$ cat config.mk
export PLATFORM = sky130hd
export DESIGN_NAME = cc_pwm_timer
export DESIGN_NICKNAME = d
export VERILOG_FILES = /design/src/design/timer_pkg.sv /design/src/design/chan_if.sv /design/src/design/cc_channel.sv /design/src/design/cc_pwm_timer.sv
export SDC_FILE = /design/constraint.sdc
export NUM_CORES = 1
export LEC_CHECK = 0
export BUFFER_PORTS_ARGS = -buffer_cell sky130_fd_sc_hd__buf_4
export CAP_MARGIN = 20
export CORE_MARGIN = 2
export CORE_UTILIZATION = 50
export CTS_CLUSTER_SIZE = 40
export DETAILED_ROUTE_END_ITERATION = 8
export GPL_TIMING_DRIVEN = 0
export PLACE_DENSITY = 0.67
export SYNTH_ARGS = -nofsm -noshare
export SYNTH_HDL_FRONTEND = slang
export SYNTH_SLANG_ARGS = --single-unit
$ cat constraint.sdc
create_clock -name pclk -period 2.6 [get_ports pclk]
set_input_delay 0.13 -clock pclk [delete_from_list [all_inputs] [get_ports pclk]]
set_output_delay 0.13 -clock pclk [all_outputs]
set_load 0.02 [all_outputs]
$ cat src/design/timer_pkg.sv
package timer_pkg;
  localparam int          CNT_W          = 16;
  localparam int          NUM_CH         = 4;
  localparam int          DT_W           = 8;
  // Register byte offsets
  localparam logic [11:0] OFF_CTRL       = 12'h000;
  localparam logic [11:0] OFF_TOP        = 12'h004;
  localparam logic [11:0] OFF_COUNT      = 12'h008;
  localparam logic [11:0] OFF_STATUS     = 12'h00C;
  localparam logic [11:0] OFF_MASK       = 12'h010;
  localparam logic [11:0] OFF_DEADTIME   = 12'h014;
  localparam logic [11:0] OFF_CH_BASE    = 12'h020;
  localparam logic [11:0] OFF_CH_STRIDE  = 12'h010;
  localparam logic [11:0] OFF_CH_CFG     = 12'h000;
  localparam logic [11:0] OFF_CH_VAL     = 12'h004;
  // Control fields
  localparam int          CTRL_RUN_BIT   = 0;
  localparam int          CTRL_DTEN_BIT  = 1;
  // Channel config fields
  localparam int          CFG_MODE_LSB   = 0;
  localparam int          CFG_EDGE_LSB   = 2;
  localparam int          CFG_POL_BIT    = 4;
  // Status bits: 0 overflow, 1+ch channel event
  localparam int          ST_OVF_BIT     = 0;
  localparam logic [15:0] TOP_RESET      = 16'hFFFF;
  localparam logic [31:0] ZERO_WORD      = 32'h0000_0000;

  typedef enum logic [1:0] {
    MODE_OFF, MODE_CAPTURE, MODE_COMPARE, MODE_PWM
  } ch_mode_t;

  typedef enum logic [1:0] {
    EDGE_RISE, EDGE_FALL, EDGE_BOTH, EDGE_NONE
  } edge_sel_t;
endpackage : timer_pkg

$ cat src/design/chan_if.sv
`timescale 1ns/1ns
interface chan_if;
  logic                                  tick;
  logic [timer_pkg::CNT_W-1:0]           count;
  logic [timer_pkg::CNT_W-1:0]           top;
  timer_pkg::ch_mode_t                   mode;
  timer_pkg::edge_sel_t                  edge_sel;
  logic                                  pol;
  logic [timer_pkg::CNT_W-1:0]           thresh;
  logic                                  cap_in;
  logic                                  event_p;
  logic [timer_pkg::CNT_W-1:0]           cap_val;
  logic                                  wave;
  modport ctl (output tick, count, top, mode, edge_sel, pol, thresh,
               cap_in, input event_p, cap_val, wave);
  modport ch  (input tick, count, top, mode, edge_sel, pol, thresh,
               cap_in, output event_p, cap_val, wave);
endinterface : chan_if

$ cat src/design/cc_channel.sv
`timescale 1ns/1ns
module cc_channel (
  input  wire logic pclk,
  input  wire logic presetn,
  chan_if.ch        c
);
  logic                        cap_q;
  logic                        rise;
  logic                        fall;
  logic                        hit_edge;
  logic                        match;
  logic                        next_wave;
  logic [timer_pkg::CNT_W-1:0] buf_val;
  logic                        wave_q;
  logic                        event_q;

  assign rise     = c.cap_in & ~cap_q;
  assign fall     = ~c.cap_in & cap_q;
  assign hit_edge = (c.edge_sel == timer_pkg::EDGE_RISE) ? rise :
                    (c.edge_sel == timer_pkg::EDGE_FALL) ? fall :
                    (c.edge_sel == timer_pkg::EDGE_BOTH) ? (rise | fall) :
                    1'b0;
  assign match    = c.tick & (c.count == c.thresh);

  // Compare toggles on match; PWM high while count below threshold
  always_comb begin
    next_wave = wave_q;
    unique case (c.mode)
      timer_pkg::MODE_OFF:     next_wave = 1'b0;
      timer_pkg::MODE_CAPTURE: next_wave = 1'b0;
      timer_pkg::MODE_COMPARE: next_wave = match ? ~wave_q : wave_q;
      timer_pkg::MODE_PWM:     next_wave = (c.count < c.thresh);
    endcase
  end

  always_ff @(posedge pclk or negedge presetn) begin
    if (!presetn) begin
      cap_q   <= 1'b0;
      buf_val <= '0;
      wave_q  <= 1'b0;
      event_q <= 1'b0;
    end else begin
      cap_q   <= c.cap_in;
      wave_q  <= next_wave;
      event_q <= 1'b0;
      if (c.mode == timer_pkg::MODE_CAPTURE && hit_edge) begin
        buf_val <= c.count;
        event_q <= 1'b1;
      end else if (c.mode != timer_pkg::MODE_CAPTURE &&
                   c.mode != timer_pkg::MODE_OFF && match) begin
        event_q <= 1'b1;
      end
    end
  end

  assign c.cap_val = buf_val;
  assign c.wave    = wave_q ^ c.pol;
  assign c.event_p = event_q;
endmodule : cc_channel

$ cat src/design/cc_pwm_timer.sv
`timescale 1ns/1ns
// How it works
// - Timer built on a 16-bit counter
// - Up to four channels share counter
// - Channel mode: capture, compare or PWM
// - Capture copies counter on chosen edge
// - Compare output toggles on counter-threshold match
// - PWM waveform from written compare values
// - Dead-time insertion only in unit 0
// - Events driven onto reflex network outputs
module cc_pwm_timer #(
  parameter int UNIT_ID = 0,
  parameter int N_CH    = timer_pkg::NUM_CH
) (
  input  wire logic              pclk,
  input  wire logic              presetn,
  input  wire logic              psel,
  input  wire logic              penable,
  input  wire logic              pwrite,
  input  wire logic [11:0]       paddr,
  input  wire logic [31:0]       pwdata,
  output logic      [31:0]       prdata,
  output logic                   pready,
  output logic                   pslverr,
  input  wire logic [N_CH-1:0]   cap_in,
  output logic      [N_CH-1:0]   cc_out,
  output logic      [N_CH-1:0]   cc_out_n,
  output logic      [N_CH:0]     reflex_network,
  output logic                   irq
);
  localparam int CW = timer_pkg::CNT_W;
  localparam int SW = N_CH + 1;
  // Dead-time hardware only exists in the first unit
  localparam bit HAS_DT = (UNIT_ID == 0);

  //////////////////////////////////////////////////////////////////////////
  // Registers
  logic              run;
  logic              dt_en;
  logic [CW-1:0]     top;
  logic [CW-1:0]     count;
  logic [SW-1:0]     status;
  logic [SW-1:0]     mask;
  logic [timer_pkg::DT_W-1:0] dead;
  logic [4:0]        ch_cfg [N_CH];
  logic [CW-1:0]     ch_val [N_CH];

  logic [N_CH-1:0]   ev;
  logic [CW-1:0]     cap_val [N_CH];
  logic [N_CH-1:0]   wave;

  //////////////////////////////////////////////////////////////////////////
  // APB decode
  logic              wr;
  logic              rd;
  logic              in_ch;
  logic [11:0]       ch_off;
  logic [1:0]        ch_idx;
  logic              ch_idx_ok;
  logic [11:0]       ch_sub;
  logic              mapped;
  logic [31:0]       next_prdata;

  function automatic logic [11:0] ch_addr(input int i,
                                          input logic [11:0] sub);
    ch_addr = timer_pkg::OFF_CH_BASE
            + 12'(i) * timer_pkg::OFF_CH_STRIDE + sub;
  endfunction : ch_addr

  assign wr        = psel & penable & pwrite;
  assign rd        = psel & penable & ~pwrite;
  assign in_ch     = paddr >= timer_pkg::OFF_CH_BASE;
  assign ch_off    = paddr - timer_pkg::OFF_CH_BASE;
  assign ch_idx    = ch_off[5:4];
  assign ch_idx_ok = in_ch && (ch_off < 12'(N_CH) * 12'h010);
  assign ch_sub    = {8'h00, ch_off[3:0]};
  assign mapped    = (paddr[1:0] == 2'b00) &&
                     ((paddr == timer_pkg::OFF_CTRL)     ||
                      (paddr == timer_pkg::OFF_TOP)      ||
                      (paddr == timer_pkg::OFF_COUNT)    ||
                      (paddr == timer_pkg::OFF_STATUS)   ||
                      (paddr == timer_pkg::OFF_MASK)     ||
                      (paddr == timer_pkg::OFF_DEADTIME) ||
                      (ch_idx_ok &&
                       (ch_sub == timer_pkg::OFF_CH_CFG ||
                        ch_sub == timer_pkg::OFF_CH_VAL)));

  // Zero wait states; unmapped accesses answer with an error
  assign pready  = 1'b1;
  assign pslverr = psel & penable & ~mapped;

  always_comb begin
    next_prdata = timer_pkg::ZERO_WORD;
    if (paddr == timer_pkg::OFF_CTRL)
      next_prdata = {30'h0, dt_en, run};
    else if (paddr == timer_pkg::OFF_TOP)
      next_prdata = {16'h0, top};
    else if (paddr == timer_pkg::OFF_COUNT)
      next_prdata = {16'h0, count};
    else if (paddr == timer_pkg::OFF_STATUS)
      next_prdata = 32'(status);
    else if (paddr == timer_pkg::OFF_MASK)
      next_prdata = 32'(mask);
    else if (paddr == timer_pkg::OFF_DEADTIME)
      next_prdata = 32'(dead);
    else begin
      for (int i = 0; i < N_CH; i++) begin
        if (paddr == ch_addr(i, timer_pkg::OFF_CH_CFG))
          next_prdata = 32'(ch_cfg[i]);
        else if (paddr == ch_addr(i, timer_pkg::OFF_CH_VAL))
          // Capture mode reads the captured value, else the threshold
          next_prdata = (ch_cfg[i][1:0] == 2'(timer_pkg::MODE_CAPTURE)) ?
                        {16'h0, cap_val[i]} : {16'h0, ch_val[i]};
      end
    end
  end

  always_ff @(posedge pclk or negedge presetn) begin
    if (!presetn)
      prdata <= timer_pkg::ZERO_WORD;
    else if (psel & ~penable & ~pwrite)
      prdata <= next_prdata;
  end

  //////////////////////////////////////////////////////////////////////////
  // Control registers
  logic tick;
  assign tick = run;

  always_ff @(posedge pclk or negedge presetn) begin
    if (!presetn) begin
      run   <= 1'b0;
      dt_en <= 1'b0;
      top   <= timer_pkg::TOP_RESET;
      mask  <= '0;
      dead  <= '0;
    end else if (wr) begin
      if (paddr == timer_pkg::OFF_CTRL) begin
        run   <= pwdata[timer_pkg::CTRL_RUN_BIT];
        dt_en <= HAS_DT & pwdata[timer_pkg::CTRL_DTEN_BIT];
      end
      if (paddr == timer_pkg::OFF_TOP)
        top <= pwdata[CW-1:0];
      if (paddr == timer_pkg::OFF_MASK)
        mask <= pwdata[SW-1:0];
      if (paddr == timer_pkg::OFF_DEADTIME && HAS_DT)
        dead <= pwdata[timer_pkg::DT_W-1:0];
    end
  end

  always_ff @(posedge pclk or negedge presetn) begin
    if (!presetn) begin
      for (int i = 0; i < N_CH; i++) begin
        ch_cfg[i] <= '0;
        ch_val[i] <= '0;
      end
    end else if (wr && ch_idx_ok) begin
      if (ch_sub == timer_pkg::OFF_CH_CFG)
        ch_cfg[ch_idx] <= pwdata[4:0];
      if (ch_sub == timer_pkg::OFF_CH_VAL)
        ch_val[ch_idx] <= pwdata[CW-1:0];
    end
  end

  //////////////////////////////////////////////////////////////////////////
  // Counter
  logic ovf;
  assign ovf = tick & (count == top);

  always_ff @(posedge pclk or negedge presetn) begin
    if (!presetn)
      count <= '0;
    else if (wr && paddr == timer_pkg::OFF_COUNT)
      count <= pwdata[CW-1:0];
    else if (tick)
      count <= ovf ? '0 : count + 16'h0001;
  end

  //////////////////////////////////////////////////////////////////////////
  // Channels
  genvar g;
  generate
    for (g = 0; g < N_CH; g++) begin : gen_ch
      chan_if ci ();
      assign ci.tick     = tick;
      assign ci.count    = count;
      assign ci.top      = top;
      assign ci.mode     = timer_pkg::ch_mode_t'(ch_cfg[g][1:0]);
      assign ci.edge_sel = timer_pkg::edge_sel_t'(ch_cfg[g][3:2]);
      assign ci.pol      = ch_cfg[g][timer_pkg::CFG_POL_BIT];
      assign ci.thresh   = ch_val[g];
      assign ci.cap_in   = cap_in[g];
      assign ev[g]       = ci.event_p;
      assign cap_val[g]  = ci.cap_val;
      assign wave[g]     = ci.wave;

      cc_channel u_ch (
        .pclk    (pclk),
        .presetn (presetn),
        .c       (ci)
      );

      // Dead time: both sides stay off for exactly dead cycles per edge
      logic                       w_q;
      logic [timer_pkg::DT_W-1:0] dcnt;
      logic                       hi;
      logic                       lo;
      always_ff @(posedge pclk or negedge presetn) begin
        if (!presetn) begin
          w_q  <= 1'b0;
          dcnt <= '0;
          hi   <= 1'b0;
          lo   <= 1'b0;
        end else begin
          w_q <= wave[g];
          if (!dt_en) begin
            hi <= wave[g];
            lo <= ~wave[g];
          end else if (wave[g] != w_q && dead != '0) begin
            // Break before make: the edge cycle counts as the first
            hi   <= 1'b0;
            lo   <= 1'b0;
            dcnt <= dead - 8'h01;
          end else if (dcnt != '0) begin
            dcnt <= dcnt - 8'h01;
          end else begin
            hi <= wave[g];
            lo <= ~wave[g];
          end
        end
      end
      assign cc_out[g]   = hi;
      assign cc_out_n[g] = lo;
    end
  endgenerate

  //////////////////////////////////////////////////////////////////////////
  // Events, status and interrupt
  logic [SW-1:0] evs;
  logic          ovf_q;

  always_ff @(posedge pclk or negedge presetn) begin
    if (!presetn)
      ovf_q <= 1'b0;
    else
      ovf_q <= ovf;
  end
  assign evs = {ev, ovf_q};

  always_ff @(posedge pclk or negedge presetn) begin
    if (!presetn)
      status <= '0;
    else if (wr && paddr == timer_pkg::OFF_STATUS)
      // A new event in the clearing cycle survives
      status <= (status & ~pwdata[SW-1:0]) | evs;
    else
      status <= status | evs;
  end

  always_ff @(posedge pclk or negedge presetn) begin
    if (!presetn)
      reflex_network <= '0;
    else
      reflex_network <= evs;
  end

  assign irq = |(status & mask);
endmodule : cc_pwm_timer

==> reports/results.tsv <==
stage	metric	value	unit
status	run_status	finished, final reports clean	
global_routing	vias_in_the_first_global_route	13300	
clocking	clock_tree.htree_level_count	2	
timing	setup-violations-final	0	
timing	timing.final.hold_violations	0	
critical_path	critPathLaunch	ch_cfg[15]	
timing	timing_worst_slew_pin_value	953	ps
drt	drtAntennaViolNets	0	
die	start_util	0.505	
pwr	power.static_leakage	8.80	nW
finish	nets	1929	
timing	report.final.slew_viol_count	0	
finish	layout.core_utilization	0.586	
die	core	0.0323	sq mm
timing	timing.final.crit_share	0.981	
finish	flow.area_growth_from_synthesis	16.2	%
drt	total_detailed_routing_wirelength	54700	um
global_routing	grt.total_usage	0.324	
yosys	ys_dominant_reg_cell	sky130_fd_sc_hd__dfrtp_1	
timing	setup_repair_after_global_routing_missed_its_margin	true	
die	io-pin-count	101	
clocking	clock_tree_from_tritoncts	yes	
critical_path	cpLargestDelayFamily	compound AO/OA/AOI/OAI gates	
die	die_w	185	um
yosys	syn_area_per_cell	9.88	sq um
global_routing	largest_net_degree_at_the_start_of_global_routing	112	
clocking	cts.sink_count	278	
die	num_rows	66	
critical_path	cp.required	3010	ps
hold_path	worstHoldPathType	primary input to asynchronous set/reset pin	
yosys	postSynthRegisterBits	278	
timing	slew-limit-headroom	0.356	
clocking	clk_pin_slew	60	ps
clocking	numCtsBuffers	34	
place	dpl.hpwl	40300	um
global_routing	grt_antenna_before_repair	1	
die	chipHeight	185	um
place	port_buffers	66	
yosys	synth.distinct_cells	75	
yosys	synthTopCellsByArea	sky130_fd_sc_hd__dfrtp_1 (40%), sky130_fd_sc_hd__mux2_2 (12%), sky130_fd_sc_hd__ha_1 (6.5%)	
critical_path	worst-setup-path-type	flip-flop to flip-flop	
finish	diodes	0	
run	maxCapViolCount	0	
critical_path	slowest_stage	sky130_fd_sc_hd__clkbuf_2	
drt	routed_wire_length_per_instance	24.2	um
pwr	irDropWorstVdd	0.577	mV
yosys	synth_enable_flop_cells	0	
drt	vias_per_cell	6.08	
pwr	report.power.total	9.56	mW
yosys	syn_warnings	0	
critical_path	timing.critical_path.cells	nor2b_1, clkbuf_2, clkbuf_2, mux2i_1, o22ai_1, o21ai_0, a21oi_1, a21o_1	
clocking	maximum_count_of_clock_buffers_along_a_single_path	3	
yosys	syn-instance-count	1649	
critical_path	timing.critical_path.to_type	flip-flop	
yosys	count_leader_synth	sky130_fd_sc_hd__dfrtp_1	
yosys	synth_top_cell_by_area	sky130_fd_sc_hd__dfrtp_1	
yosys	post_synth_most_frequent_cells	sky130_fd_sc_hd__dfrtp_1 (262), sky130_fd_sc_hd__mux2_2 (174), sky130_fd_sc_hd__nor2_1 (138)	
drt	drc	0	
die	dieArea	0.0341	sq mm
critical_path	rr_startpoint	ch_cfg[15]	
clocking	ctsRootBufferMaster	sky130_fd_sc_hd__clkbuf_16	
yosys	synthArstFlopShare	1.00	
critical_path	startpoint_type	flip-flop	
critical_path	cp_common_cell	sky130_fd_sc_hd__clkbuf_2	
critical_path	critPathBufInv	2	
yosys	netlist_area	0.0163	sq mm
drt	dr_total_vias	13700	
clocking	worstSkewPairLatency	510	ps
critical_path	critical_path.max_fanout	10	
drt	dr.first_iter.drc_count	1336	
global_routing	global_route_wire_length_before_repair	81800	um
timing	finalCriticalPeriod	2550	ps
pwr	power_density	505	mW/mm^2
critical_path	cp.arrival	2960	ps
drt	detail_route.first_pass.iterations	5	
finish	share_of_cells_above_drive_strength_1	0.226	
yosys	portion_of_the_post_synthesis_area_used_by_sequential_elements	0.428	
timing	fmax	392	MHz
finish	fillerInstances	2847	
critical_path	cp_slowest_stage_delay	450	ps
timing	finalClockSkew	13.1	ps
yosys	netlist.area_leader.share	0.402	
place	finalWeightedCongestion	0.982	
global_routing	globalRouteOverflowTotal	0	
==> per-layer routing <==
| layer | global-route usage | up-vias | routed length, um |
|---|---|---|---|
| li1 | - | 6152 | - |
| met1 | 0.439 | 6842 | 23300 |
| met2 | 0.497 | 565 | 24000 |
| met3 | 0.0648 | 160 | 4350 |
| met4 | 0.158 | 2 | 3010 |
| met5 | 0 | - | 18 |
==> flip-flops by register name, indices dropped and copies added (netlist names), 4 cells and up <==
register / flops
dead: 8
gen_ch.hi: 4
gen_ch.ci.thresh: 64
gen_ch.dcnt: 32
gen_ch.ci.top: 16
count: 16
gen_ch.w_q: 4
mask: 5
prdata: 16
gen_ch.u_ch.c.event_p: 4
gen_ch.u_ch.wave_q: 4
gen_ch.u_ch.c.cap_val: 64
reflex_network: 5
ch_cfg: 20
gen_ch.lo: 4
gen_ch.u_ch.cap_q: 4
status: 5
==> final timing paths <==
path | to | slack, ps | cells after the start
hold reg to reg | reflex_network[4] | 380 | 0
hold / removal | gen_ch[3].dcnt[0] | 150 | 2
max in group asynchronous | gen_ch[1].u_ch.c.cap_val[6] | 960 | 4
setup reg to reg | prdata[6] | 50 | 8
min in group pclk | prdata[4] | 190 | 6
setup / recovery | prdata[6] | 50 | 8
==> per-stage QoR <==
stage	hold slack, ps	cells	setup WS (ps)	cell area, sq um	setup TNS [ps]
3_3_place_gp	261	2172	-1050	17400	-321560
3_5_place_dp	105	2175	-836	17500	-63220
2_1_floorplan	-166	1664	288	16400	0
6_report	147	2258	48.2	18900	0
5_1_grt	204	2258	-63.0	18900	-228
4_1_cts	174	2256	23.3	18800	0
==> cells by family after synthesis <==
logic type / count (synthesis) / synth area share
buffers and inverters: 209 / 0.0558
and+or+nand+nor: 469 / 0.146
other: 2 / 0.000461
adders and majority gates: 85 / 0.0653
muxes: 215 / 0.146
xor gates and xnor gates: 43 / 0.0256
DFF: 278 / 0.428
AOI/OAI and AO/OA: 348 / 0.133
==> layout make-up <==
cell class	instances	area, sq um	area share
Buffer	114	591	0.0312
Clock buffer	48	955	0.0504
Clock inverter	13	128	0.00674
Inverter	90	338	0.0178
Multi-Input combinational cell	1177	8540	0.451
Sequential cell	278	6980	0.369
Tap cell	442	553	0.0292
Timing Repair Buffer	96	850	0.0449
==> cell usage in the layout, fill, tap and decap left out, types with 35 or more instances in the layout <==
cell type | synthesis | layout
sky130_fd_sc_hd__clkbuf_16 | 0 | 35
sky130_fd_sc_hd__nand3_1 | 36 | 36
sky130_fd_sc_hd__nor3_1 | 37 | 36
sky130_fd_sc_hd__dfrtp_1 | 262 | 260
sky130_fd_sc_hd__clkbuf_1 | 72 | 54
sky130_fd_sc_hd__o21ai_0 | 96 | 95
sky130_fd_sc_hd__a21oi_1 | 95 | 93
sky130_fd_sc_hd__buf_4 | 26 | 96
sky130_fd_sc_hd__inv_1 | 90 | 90
sky130_fd_sc_hd__mux2_2 | 174 | 174
sky130_fd_sc_hd__nor2_1 | 138 | 137
sky130_fd_sc_hd__ha_1 | 85 | 85
sky130_fd_sc_hd__nand2_1 | 108 | 107
==> where the power goes <==
| group | internal (mW) | leakage (nW) | switching (mW) |
|---|---|---|---|
| registers | 4.35 | 3.76 | 0.0185 |
| clock network | 2.77 | 0.529 | 1.90 |
| logic | 0.175 | 4.52 | 0.344 |
| total | 7.29 | 8.80 | 2.26 |
==> repair_timing <==
action / 4_1_cts / 5_1_grt
setup endpoints to repair: 129 / 94
gates resized for setup: 25 / 36
hold buffers: 21 / 0
hold endpoints to repair: 153 / 0
setup buffers: 1 / 3
pin swaps: 0 / 2
Note: power is estimated with default switching activity, not from simulation.
